### config.mk
export PLATFORM = sky130hd
export DESIGN_NAME = system_reset_control
export DESIGN_NICKNAME = d
export VERILOG_FILES = /design/src/system_reset_pkg.sv /design/src/reset_release.sv /design/src/periph_reset_gen.sv /design/src/system_reset_control.sv
export VERILOG_INCLUDE_DIRS = /design/src
export SDC_FILE = /design/constraint.sdc
export NUM_CORES = 2
export LEC_CHECK = 0
export ABC_AREA = 1
export BUFFER_PORTS_ARGS = -buffer_cell sky130_fd_sc_hd__buf_2
export CAP_MARGIN = 0
export CORE_MARGIN = 2
export CORE_UTILIZATION = 35
export CTS_BUF_LIST = sky130_fd_sc_hd__clkbuf_8
export DETAILED_ROUTE_END_ITERATION = 10
export PLACE_DENSITY = 0.53
export SETUP_SLACK_MARGIN = 0.2
export SLEW_MARGIN = 15
export SYNTH_ARGS = -nofsm -noshare
export SYNTH_HDL_FRONTEND = slang
export SYNTH_SLANG_ARGS = --single-unit
### constraint.sdc
create_clock -name aclk -period 4 [get_ports aclk]
set_clock_uncertainty 0.05 [all_clocks]
set_input_delay 0 -clock aclk [delete_from_list [all_inputs] [get_ports aclk]]
set_output_delay 0 -clock aclk [all_outputs]
set_load 0.03 [all_outputs]
### src/system_reset_defines.svh
// Register offsets, field positions, reset values and timing figures of the reset controller
`ifndef SYSTEM_RESET_DEFINES_SVH
`define SYSTEM_RESET_DEFINES_SVH

`define OFS_CAUSE      8'h00
`define OFS_BOR_CTRL   8'h04
`define OFS_APP_RST    8'h08
`define OFS_WDT_CTRL   8'h0c
`define OFS_INT_STAT   8'h10
`define OFS_INT_MASK   8'h14
`define OFS_IDENT0     8'h18
`define OFS_IDENT1     8'h1c
`define OFS_CAPS       8'h20
`define OFS_SRCR0      8'h40

`define CAUSE_EXT      0
`define CAUSE_POR      1
`define CAUSE_BOR      2
`define CAUSE_WDT      3
`define CAUSE_SW       4
`define CAUSE_MAIN_OSC     16
`define CAUSE_POR_ONLY 32'h0000_0002

`define BOR_EN_BIT     1
`define SYSREQ_BIT     2
`define WDT_EN_BIT     0
`define INT_BOR        0
`define INT_MAIN_OSC       1

`define CLK_PERIOD_NS  20
`define RST_HOLD_NS    200
`define PERIPH_HOLD_NS 320

`define RESP_OKAY      2'b00
`define RESP_SLVERR    2'b10

`endif

### src/system_reset_pkg.sv
// Types shared by the reset controller modules
package system_reset_pkg;
  typedef enum logic [1:0] {
    SEQ_RUN  = 2'b01,
    SEQ_HOLD = 2'b10
  } seq_state_t;

  typedef enum logic [1:0] {
    WD_IDLE  = 2'b01,
    WD_ARMED = 2'b10
  } wd_state_t;

  typedef logic [31:0] word_t;
endpackage

### src/reset_release.sv
// Holds the system reset for a fixed time after the last request and releases it on one edge
module reset_release #(
  parameter int HOLD_CYCLES = 10
) (
  input  wire logic aclk,
  input  wire logic aresetn,
  input  wire logic req,
  output logic      rst_n,
  output logic      release_pulse
);
  import system_reset_pkg::*;

  localparam int CW = $clog2(HOLD_CYCLES + 1);

  typedef struct packed {
    seq_state_t     st;
    logic [CW-1:0]  cnt;
    logic           rst_n;
    logic           rel;
  } rr_state_t;

  rr_state_t s;
  rr_state_t next_s;

  if (HOLD_CYCLES < 1) begin : g_chk
    $error("reset_release: HOLD_CYCLES must be at least 1");
  end

  always_comb begin
    next_s = s;
    next_s.rel = 1'b0;
    unique case (s.st)
      SEQ_RUN: begin
        if (req) begin
          next_s.st = SEQ_HOLD;
          next_s.rst_n = 1'b0;
          next_s.cnt = CW'(HOLD_CYCLES - 1);
        end
      end
      SEQ_HOLD: begin
        // A request still present restarts the hold
        if (req) begin
          next_s.cnt = CW'(HOLD_CYCLES - 1);
        end else if (s.cnt == '0) begin
          next_s.st = SEQ_RUN;
          next_s.rst_n = 1'b1;
          next_s.rel = 1'b1;
        end else begin
          next_s.cnt = s.cnt - 1'b1;
        end
      end
    endcase
  end

  always_ff @(posedge aclk) begin
    if (!aresetn) begin
      s <= '0;
      s.st <= SEQ_HOLD;
      s.cnt <= CW'(HOLD_CYCLES - 1);
    end else begin
      s <= next_s;
    end
  end

  assign rst_n = s.rst_n;
  assign release_pulse = s.rel;
endmodule

### src/periph_reset_gen.sv
// Per-peripheral software resets, held while the control bit is set and stretched after its clear
module periph_reset_gen #(
  parameter int N            = 96,
  parameter int PULSE_CYCLES = 16
) (
  input  wire logic         aclk,
  input  wire logic         aresetn,
  input  wire logic [N-1:0] ctrl,
  output logic      [N-1:0] rst_n
);
  import system_reset_pkg::*;

  localparam int CW = $clog2(PULSE_CYCLES + 1);

  if (N < 1 || PULSE_CYCLES < 1) begin : g_chk
    $error("periph_reset_gen: N and PULSE_CYCLES must be at least 1");
  end

  for (genvar i = 0; i < N; i++) begin : g_bit
    typedef struct packed {
      logic [CW-1:0] cnt;
      logic          rst_n;
    } pr_state_t;

    pr_state_t s;
    pr_state_t next_s;

    // Stretch lets slow clock domains of the unit see the reset too
    always_comb begin
      next_s = s;
      if (ctrl[i]) begin
        next_s.rst_n = 1'b0;
        next_s.cnt = CW'(PULSE_CYCLES - 1);
      end else if (!s.rst_n) begin
        if (s.cnt == '0) begin
          next_s.rst_n = 1'b1;
        end else begin
          next_s.cnt = s.cnt - 1'b1;
        end
      end
    end

    always_ff @(posedge aclk) begin
      if (!aresetn) begin
        s <= '0;
        s.rst_n <= 1'b1;
      end else begin
        s <= next_s;
      end
    end

    assign rst_n[i] = s.rst_n;
  end
endmodule

### src/system_reset_control.sv
// Reset source combiner, release sequencer, cause flags and AXI4-Lite register file
//
// Chosen here: the register offsets and register access over AXI4-Lite.
`include "system_reset_defines.svh"

// How it works
// Six reset sources are combined: pin, power-on, brown-out, software, watchdog, oscillator.
// Power-on reset drives core, peripherals and debug port reset together.
// Pin reset hits core and peripherals; debug port only sees pin configuration reset.
// Each reset sets its cause flag; flags persist across later resets other than power-on.
// Power-on reset leaves only the power-on cause flag set.
// After power-on, internal reset holds until released, then core starts fetching.
// Power-on reset comes only from the bus reset at power-up.
// Outside party holds the pin low long enough; release then starts core.
// Brown-out reset enable is clear after power-on.
// Brown-out resets only when enabled; otherwise it raises an interrupt.
// Enabled brown-out acts like pin reset and holds while supply stays low.
// Setting then clearing a peripheral bit resets that peripheral.
// Peripheral reset bit positions follow the clock gating bit layout.
// Peripheral software resets reach all unit domains, never core or debug.
// System reset request bit resets the whole system, then releases the core.
// Identification and capability registers are read-only.
// Oscillator failure resets the system, flags it and requests the NMI.
// Watchdog resets only on second unserviced time-out with reset enabled.
// Core and peripheral resets are released synchronously on one clock edge.
module system_reset_control #(
  parameter int                    ADDR_W   = 8,
  parameter int                    NUM_SRCR = 3,
  parameter system_reset_pkg::word_t IDENT0 = 32'h0001_0000, // Arbitrary value
  parameter system_reset_pkg::word_t IDENT1 = 32'h1000_0001, // Arbitrary value
  parameter system_reset_pkg::word_t CAPS   = 32'h0000_00ff, // Arbitrary value
  parameter int HOLD_CYCLES   = (`RST_HOLD_NS + `CLK_PERIOD_NS - 1) / `CLK_PERIOD_NS,
  parameter int PERIPH_CYCLES = (`PERIPH_HOLD_NS + `CLK_PERIOD_NS - 1) / `CLK_PERIOD_NS
) (
  input  wire logic                       aclk,
  input  wire logic                       aresetn,
  input  wire logic [ADDR_W-1:0]          awaddr,
  input  wire logic [2:0]                 awprot,
  input  wire logic                       awvalid,
  output logic                            awready,
  input  wire system_reset_pkg::word_t    wdata,
  input  wire logic [3:0]                 wstrb,
  input  wire logic                       wvalid,
  output logic                            wready,
  output logic [1:0]                      bresp,
  output logic                            bvalid,
  input  wire logic                       bready,
  input  wire logic [ADDR_W-1:0]          araddr,
  input  wire logic [2:0]                 arprot,
  input  wire logic                       arvalid,
  output logic                            arready,
  output system_reset_pkg::word_t         rdata,
  output logic [1:0]                      rresp,
  output logic                            rvalid,
  input  wire logic                       rready,
  input  wire logic                       ext_rst_n,
  input  wire logic                       brownout_detect,
  input  wire logic                       wdt_timeout,
  input  wire logic                       wdt_service,
  input  wire logic                       main_osc_fail,
  output logic                            core_rst_n,
  output logic                            tap_rst_n,
  output logic                            tap_pin_cfg_rst_n,
  output logic [32*NUM_SRCR-1:0]          periph_rst_n,
  output logic                            nmi_req,
  output logic                            irq
);
  import system_reset_pkg::*;

  localparam int NP = 32 * NUM_SRCR;

  if (ADDR_W < 8 || NUM_SRCR < 1 || NUM_SRCR > 8) begin : g_chk
    $error("system_reset_control: ADDR_W >= 8 and NUM_SRCR in 1..8 required");
  end

  typedef struct packed {
    logic          awready;
    logic          wready;
    logic          bvalid;
    logic [1:0]    bresp;
    logic          arready;
    logic          rvalid;
    logic [1:0]    rresp;
    word_t         rdata;
    logic          have_aw;
    logic          have_w;
    logic [7:0]    waddr;
    word_t         wdata;
    logic [3:0]    wstrb;
    word_t         cause;
    word_t         int_stat;
    word_t         int_mask;
    logic          bor_en;
    logic          wdt_en;
    logic          sysreq;
    logic [NP-1:0] srcr;
    wd_state_t     wd;
    logic          bor_prev;
    logic          main_osc_pend;
    logic          nmi;
    logic          irq;
    logic          core_rst_n;
    logic          tap_rst_n;
    logic          pin_rst_n;
    logic [NP-1:0] periph_rst_n;
  } sc_state_t;

  sc_state_t     s;
  sc_state_t     next_s;
  logic          sys_req;
  logic          sys_rst_n;
  logic          rel_pulse;
  logic [NP-1:0] sw_rst_n;
  logic          bor_act;
  logic          wdt_fire;

  // Enabled brown-out is a level: reset holds while the supply is low
  assign bor_act = brownout_detect & s.bor_en;
  assign wdt_fire = (s.wd == WD_ARMED) & wdt_timeout & s.wdt_en;
  // Pin is taken as already held for its minimum width by the board
  assign sys_req = !ext_rst_n | bor_act | wdt_fire | s.sysreq | main_osc_fail;

  reset_release #(
    .HOLD_CYCLES (HOLD_CYCLES)
  ) u_release (
    .aclk          (aclk),
    .aresetn       (aresetn),
    .req           (sys_req),
    .rst_n         (sys_rst_n),
    .release_pulse (rel_pulse)
  );

  periph_reset_gen #(
    .N            (NP),
    .PULSE_CYCLES (PERIPH_CYCLES)
  ) u_periph (
    .aclk    (aclk),
    .aresetn (aresetn),
    .ctrl    (s.srcr),
    .rst_n   (sw_rst_n)
  );

  always_comb begin
    word_t      wmask;
    word_t      rdv;
    word_t      set_cause;
    word_t      clr_cause;
    word_t      set_int;
    word_t      clr_int;
    logic       rerr;
    logic       werr;
    logic [7:0] ra;
    next_s = s;
    wmask = '0;
    rdv = '0;
    set_cause = '0;
    clr_cause = '0;
    set_int = '0;
    clr_int = '0;
    rerr = 1'b1;
    werr = 1'b1;
    ra = araddr[7:0];
    next_s.sysreq = 1'b0;
    next_s.nmi = 1'b0;
    for (int b = 0; b < 4; b++) begin
      wmask[8*b +: 8] = {8{s.wstrb[b]}};
    end

    // Write channels are taken in either order
    if (awvalid && s.awready) begin
      next_s.have_aw = 1'b1;
      next_s.waddr = awaddr[7:0];
    end
    if (wvalid && s.wready) begin
      next_s.have_w = 1'b1;
      next_s.wdata = wdata;
      next_s.wstrb = wstrb;
    end
    if (s.bvalid && bready) begin
      next_s.bvalid = 1'b0;
    end
    if (s.have_aw && s.have_w && !s.bvalid) begin
      werr = 1'b0;
      unique case (s.waddr)
        `OFS_CAUSE: clr_cause = s.wdata & wmask;
        `OFS_BOR_CTRL: begin
          if (s.wstrb[0]) begin
            next_s.bor_en = s.wdata[`BOR_EN_BIT];
          end
        end
        `OFS_APP_RST: begin
          if (s.wstrb[0] && s.wdata[`SYSREQ_BIT]) begin
            next_s.sysreq = 1'b1;
          end
        end
        `OFS_WDT_CTRL: begin
          if (s.wstrb[0]) begin
            next_s.wdt_en = s.wdata[`WDT_EN_BIT];
          end
        end
        `OFS_INT_STAT: clr_int = s.wdata & wmask;
        `OFS_INT_MASK: next_s.int_mask = (s.int_mask & ~wmask) | (s.wdata & wmask);
        `OFS_IDENT0, `OFS_IDENT1, `OFS_CAPS: werr = 1'b0;
        default: begin
          werr = 1'b1;
          for (int j = 0; j < NUM_SRCR; j++) begin
            if (s.waddr == 8'(`OFS_SRCR0 + 4 * j)) begin
              // Word j bit k drives peripheral 32*j+k, as the clock gates do
              next_s.srcr[32*j +: 32] = (s.srcr[32*j +: 32] & ~wmask) | (s.wdata & wmask);
              werr = 1'b0;
            end
          end
        end
      endcase
      next_s.have_aw = 1'b0;
      next_s.have_w = 1'b0;
      next_s.bvalid = 1'b1;
      next_s.bresp = werr ? `RESP_SLVERR : `RESP_OKAY;
    end
    next_s.awready = !next_s.have_aw && !next_s.bvalid;
    next_s.wready = !next_s.have_w && !next_s.bvalid;

    // Read path answers on the same edge that takes the address
    if (s.rvalid && rready) begin
      next_s.rvalid = 1'b0;
    end
    if (arvalid && s.arready) begin
      rerr = 1'b0;
      unique case (ra)
        `OFS_CAUSE: rdv = s.cause;
        `OFS_BOR_CTRL: rdv[`BOR_EN_BIT] = s.bor_en;
        `OFS_APP_RST: rdv = '0;
        `OFS_WDT_CTRL: rdv[`WDT_EN_BIT] = s.wdt_en;
        `OFS_INT_STAT: rdv = s.int_stat;
        `OFS_INT_MASK: rdv = s.int_mask;
        `OFS_IDENT0: rdv = IDENT0;
        `OFS_IDENT1: rdv = IDENT1;
        `OFS_CAPS: rdv = CAPS;
        default: begin
          rerr = 1'b1;
          for (int j = 0; j < NUM_SRCR; j++) begin
            if (ra == 8'(`OFS_SRCR0 + 4 * j)) begin
              rdv = s.srcr[32*j +: 32];
              rerr = 1'b0;
            end
          end
        end
      endcase
      next_s.rvalid = 1'b1;
      next_s.rdata = rdv;
      next_s.rresp = rerr ? `RESP_SLVERR : `RESP_OKAY;
    end
    next_s.arready = !next_s.rvalid;

    // Watchdog: first time-out arms, service disarms, second fires
    unique case (s.wd)
      WD_IDLE: begin
        if (wdt_timeout) begin
          next_s.wd = WD_ARMED;
        end
      end
      WD_ARMED: begin
        if (wdt_service) begin
          next_s.wd = WD_IDLE;
        end else if (wdt_fire) begin
          next_s.wd = WD_IDLE;
        end
      end
    endcase

    // Cause flags: hardware set wins over a software clear
    set_cause[`CAUSE_EXT] = !ext_rst_n;
    set_cause[`CAUSE_BOR] = bor_act;
    set_cause[`CAUSE_WDT] = wdt_fire;
    set_cause[`CAUSE_SW] = s.sysreq;
    set_cause[`CAUSE_MAIN_OSC] = main_osc_fail;
    next_s.cause = (s.cause & ~clr_cause) | set_cause;

    // Brown-out without reset enable becomes an interrupt event
    next_s.bor_prev = brownout_detect;
    set_int[`INT_BOR] = brownout_detect & !s.bor_prev & !s.bor_en;
    set_int[`INT_MAIN_OSC] = main_osc_fail;
    next_s.int_stat = (s.int_stat & ~clr_int) | set_int;
    next_s.irq = |(next_s.int_stat & next_s.int_mask);

    // NMI is raised as the core leaves the oscillator-failure reset
    if (rel_pulse && s.main_osc_pend) begin
      next_s.nmi = 1'b1;
      next_s.main_osc_pend = 1'b0;
    end
    if (main_osc_fail) begin
      next_s.main_osc_pend = 1'b1;
    end

    // System reset clears software reset bits and the watchdog
    if (!sys_rst_n) begin
      next_s.srcr = '0;
      next_s.wd = WD_IDLE;
    end

    // All reset outputs leave one register stage on the same edge
    next_s.core_rst_n = sys_rst_n;
    next_s.periph_rst_n = sw_rst_n & {NP{sys_rst_n}};
    next_s.pin_rst_n = ext_rst_n;
    next_s.tap_rst_n = 1'b1;
  end

  // Bus reset is the power-on reset: the only reset that clears cause flags and the debug port
  always_ff @(posedge aclk) begin
    if (!aresetn) begin
      s <= '0;
      s.cause <= `CAUSE_POR_ONLY;
      s.wd <= WD_IDLE;
    end else begin
      s <= next_s;
    end
  end

  assign awready = s.awready;
  assign wready = s.wready;
  assign bresp = s.bresp;
  assign bvalid = s.bvalid;
  assign arready = s.arready;
  assign rdata = s.rdata;
  assign rresp = s.rresp;
  assign rvalid = s.rvalid;
  assign core_rst_n = s.core_rst_n;
  assign tap_rst_n = s.tap_rst_n;
  assign tap_pin_cfg_rst_n = s.pin_rst_n;
  assign periph_rst_n = s.periph_rst_n;
  assign nmi_req = s.nmi;
  assign irq = s.irq;
endmodule

; Word level (Yosys, flattened, before mapping)
; Index checks and enable logic that the tools add are counted.
[totals]
register_bits = 971
output_inout_bits = 142
wordCells = 1731
[op_classes]
addsub = 97
n_eq_ne = 224
n_mux = 440
n_bitwise = 222
n_reduce_logical = 425
[op_table]
columns = cell, n
row1 = $mux W5, 192
row2 = $logic_not A5 Y1, 96
row3 = $sub A5 B1 Y5 const B, 96
row4 = $mux W4, 98
row5 = $ne A2 B2 Y1 const B, 195
row6 = $reduce_and A2 Y1, 195
row7 = $mux W32, 11
row8 = $and A32 B32 Y32, 8
row9 = $pmux W30 S7, 1
row10 = $not A1 Y1, 195
row11 = $reduce_or A2 Y1, 97
row12 = $mux W131, 1
row13 = $or A32 B32 Y32, 4
row14 = $mux W1, 117
row15 = $mux W98, 1
row16 = $and A96 B96 Y96, 1
row17 = $mux W96, 1
row18 = $not A32 Y32, 3
row19 = $eq A8 B5 Y1 const B, 8
row20 = $eq A8 B7 Y1 const B, 6
row21 = $mux W35, 1
row22 = $eq A8 B4 Y1 const B, 4
row23 = $or A32 B17 Y32, 1
row24 = $or A32 B2 Y32, 1
row25 = other kinds (25), 75

; Logic depth before layout (Yosys ltp)
[logic_depth]
depth_word = 10
depth_mapped = 14

; Hierarchy
; From an unflattened synthesis, not the netlist that was laid out.
[unflattened]
hier_cells = 6485
area_unflattened_um2 = 46240.6
[by_module_without_submodules]
columns = mod, instances, cells_per_inst, area_per_inst_um2
row1 = periph_reset_gen, 1, 4355, 30075.1
row2 = system_reset_control, 1, 2070, 15725.1
row3 = reset_release, 1, 60, 440.4

; Worst setup path before layout
; OpenSTA, ideal clock, no wires.
[synth_timing]
kind = register to register
from = register s, in the netlist bvalid
to = register s, in the netlist irq
arrival_ns = 1.649
t_required_ns = 3.819
path_slack_ns = 2.170
stages_incl_launch_ff = 13
n_path_buf = 0
synth_period_minus_slack_ns = 1.830
cell_sequence = dfxtp_1 inv_1 nand3_2 nor2_1 nand3_2 nand2_1 o21ai_0 nand2_1 nand2_1 nor2_1 nand2_1 nor2_1 a21oi_2
[synth_between]
elab_chain_cells = 8
elab_cells_between_ends = 9
classes_between = mux: 2 / bitwise: 4 / reduce/logical: 3
[synth_rtl]
columns = item, line_no
row1 = from (decl), system_reset_control.sv:108  ; sc_state_t s;
row2 = from (signal assigned), system_reset_control.sv:315  ; s <= next_s;
row3 = $logic_not A1 Y1 (*), system_reset_control.sv:182  ; if (s.have_aw && s.have_w && !s.bvalid) begin
row4 = $logic_and A1 B1 Y1 (*), system_reset_control.sv:182
row5 = $mux W32, system_reset_control.sv:182
row6 = $not A32 Y32, system_reset_control.sv:283  ; next_s.int_stat = (s.int_stat & ~clr_int) | set_int;
row7 = $and A32 B32 Y32, system_reset_control.sv:283
row8 = $or A32 B2 Y32, system_reset_control.sv:283
row9 = $and A32 B32 Y32 (*), system_reset_control.sv:284  ; next_s.irq = |(next_s.int_stat & next_s.int_mask);
row10 = $reduce_or A32 Y1 (*), system_reset_control.sv:284
; Every way passes the cells marked *; elsewhere a longest branch is shown, timed or not.
; A chain may end at the register's enable or synchronous reset.

; Final worst setup path
[layout_timing]
from = input port araddr[1]
to = register s, in the netlist rdata[0]
[layout_between]
elab_chain_cells = 5
elab_cells_between_ends = 18
classes_between = eq/ne: 11 / mux: 4 / reduce/logical: 3
[layout_rtl]
columns = item, line_no
row1 = from (decl), system_reset_control.sv:48  ; input wire logic [ADDR_W-1:0] araddr,
row2 = $eq A8 B7 Y1, system_reset_control.sv:242  ; if (ra == 8'(`OFS_SRCR0 + 4 * j)) begin
row3 = $mux W32 (3 in a row), system_reset_control.sv:242
row4 = $pmux W1 S6 (*), system_reset_control.sv:229  ; unique case (ra)
; Marks and branches as above.

==> summary.txt <==
Outcome
  – Status: complete, no violations

Place
  – Placed Area: 43710 µm²
  – HPWL Detailed: 82.40 mm
  – Worst slack, placed: 1.340 ns
  – Gpl congestion: 0.8320
  – PortBufs: 203

Global route
  – Overflow after GRT: 0
  – Gr busiest metal: met2
  – GR Layer Usage met2: 31.26%
  – Number of global-route vias before repair: 34017
  – First-pass GRT wire length: 187.1 mm
  – GRT Overall Usage: 19.52%
  – Global routing usage on met1: 25.60%
  – Initial antenna violation count: 9
  – Largest net degree at the start of global routing: 178
  – Met3 global-route usage: 4.294%

Synth
  – Sequential area share after synthesis: 46.25%
  – Synth Flop Type: dfxtp_1
  – Cell with the most instances after synthesis: dfxtp_1
  – Mapped Area: 41940 µm²
  – Commonest cells post-synth: dfxtp_1, inv_1, nand2_1, nor2_1, a21oi_1
  – Yosys reg bits: 969
  – Post-synth EDFFs: 0
  – Ys async rst share: 0%
  – Cell taking the most area after synthesis: dfxtp_1
  – Top cell type's share of synthesized area: 46.25%
  – Synth area leaders: dfxtp_1, inv_1, nand2_1
  – Post-synthesis cell type count: 46
  – Syn Inst Count: 5536
  – Synth warn: 0
  – Syn Area/Cell: 7.576 µm²

Layout
  – Area growth syn-to-layout: 16.50%
  – Design area: 48860 µm²
  – Fraction of layout cells with a size suffix above 1: 9.399%
  – NumNets Final: 6043
  – Final core occ: 40.94%

Clocking
  – CTS Hold Bufs: 143
  – CTS tree: built
  – Postcts setup bufs: 0
  – Clock net sink count: 969
  – CTS H-tree depth: 4
  – Clk_lat worst skew: 0.86 ns
  – Root buf cell: clkbuf_8
  – Post-CTS Resized: 0
  – Clock Pin Slew Worst Setup and Hold Paths: 0.06 ns
  – Num CTS Buffers: 173
  – Clock Path Buffers: 3

Drt
  – Antenna-violating nets left: 0
  – Initial DRT Pass Iterations: 6
  – Vias after detailed routing: 36591
  – Drt drc: 0
  – Drt wl/cell: 16.10 µm
  – Via/cell ratio: 4.846
  – 1st-iter DRT viols: 2415
  – Post-Route WL: 121.6 mm

Floorplanning
  – Core area: 119300 µm²
  – Die Width: 350.2 µm
  – Initial Util: 35.14%
  – Die Y-Extent: 350.2 µm
  – Rows: 127
  – # IOs: 212
  – Die ar.: 122600 µm²

STA
  – Period utilization: 82.53%
  – Final Max Slew Viols: 0
  – Final WS setup: 0.6988 ns
  – Final hold vios: 0
  – Setup TNS: 0 ns
  – F_max: 0.3029 GHz
  – Unrepaired setup endpoints after global routing: false
  – Final setup vio count: 0
  – Minimum clock period: 3.301 ns
  – Measured slew at the worst slew-check pin: 1.077 ns
  – Worst slew margin: 27.46%
  – Hold slack: 0.08832 ns

Setup path
  – Crit path DAT: 4.02 ns
  – WS Path Type: primary input to flip-flop
  – Critical Path Sink Type: flip-flop
  – Crit path max fanout: 18
  – Setup crit start kind: primary input
  – Critical Path RT: 4.71 ns

Power
  – PwrDens: 414.4 nW/µm²
  – Worst vdd ir: 317.7 µV
  – Leak Pwr: 20.41 nW

Flow run
  – Number of max-cap violations: 0

Worst hold path
  – HP Class: primary input to flip-flop
## cells by family after synthesis
kind of cell    count (synthesis)  synth area share [%]
compound gates               1297                 17.96
xor+xnor                        1               0.02089
fa+ha+maj                     178                 5.310
buf+inv                      1220                 12.24
flops                         969                 46.25
other cells                     1              0.008942
simple gates                 1870                 18.20
## per-layer routing
metal	vias up	wire, µm
met1	16912	56090
li1	18601	-
met3	211	7689
met2	867	53960
met5	-	0
met4	0	3818
## path summary, 6_finish.rpt
kind	startpoint	endpoint	slack, ns	cells after the start
worst min-delay path	wvalid	s[309]	0.09	4
worst min register to register	u_periph.rst_n[57]	periph_rst_n[57]	0.37	2
worst max register to register	s[345]	flip-flop	1.28	5
worst max-delay path	araddr[1]	rdata[0]	0.70	14
## final cells by class
cell class | count | area [µm²]
clock inverter | 83 | 485.5
fill | 12277 | 70480
inverter | 924 | 3476
clock buffer | 234 | 3221
tap | 1612 | 2017
timing repair buffer | 379 | 2818
sequential | 969 | 19400
antenna | 2 | 5.005
multi-input combinational | 3348 | 17440
## power breakdown
group	switching (mW)	internal (mW)	leakage, nW
registers	0.108	9.71	7.82
clock network	4.32	5.42	2.09
logic	0.460	0.220	10.5
total	4.89	15.4	20.4
## cells in the final DEF (no fill, tap or decap), drive strengths merged, types with 2 or more instances in the layout
cell type      n
o221ai         3
clkinv        26
a22o           3
clkinvlp       5
o21ai        275
nor3          23
bufinv         3
dfxtp        969
o2111ai       25
nand3        173
a211oi        81
nand4         92
a41oi         37
a31oi        244
or3            2
clkbuf       234
o22ai         21
inv          973
o211ai        82
dlygate4sd3  143
o21a           2
a21boi        10
ha           178
buf          236
diode          2
conb           2
or2           17
nor4           5
nand2        841
nor2         714
a21oi        510
## flip-flops by register name, summed over array words and instances (netlist names), 6 cells and up, named ones only
register and cells:
periph_rst_n 96, rdata 32, s 149, u_periph.g_bit.s 480, u_periph.rst_n 96, u_release.s 6
## worst max-delay path: stages
cell           delay [ns]
dlygate4sd3_1        0.54
buf_2                0.13
nor2_2               0.16
nand3_1              0.18
dlygate4sd3_1        0.63
nor2_2               0.08
dlygate4sd3_1        0.55
buf_4                0.33
inv_2                0.37
o22ai_1              0.54
a21oi_1              0.08
nand3_1              0.11
nand2_1              0.12
a21oi_1              0.17
## through the flow
step / cells / power, mW
CTS: 7549 / 20.54
global route: 7551 / 21.04
finish: 7551 / 20.25
detailed placement: 7089 / 10.60
global placement: 7089 / 10.60
floorplan: 5537 / 10.30
No activity file was read; power rests on OpenSTA's default activity.
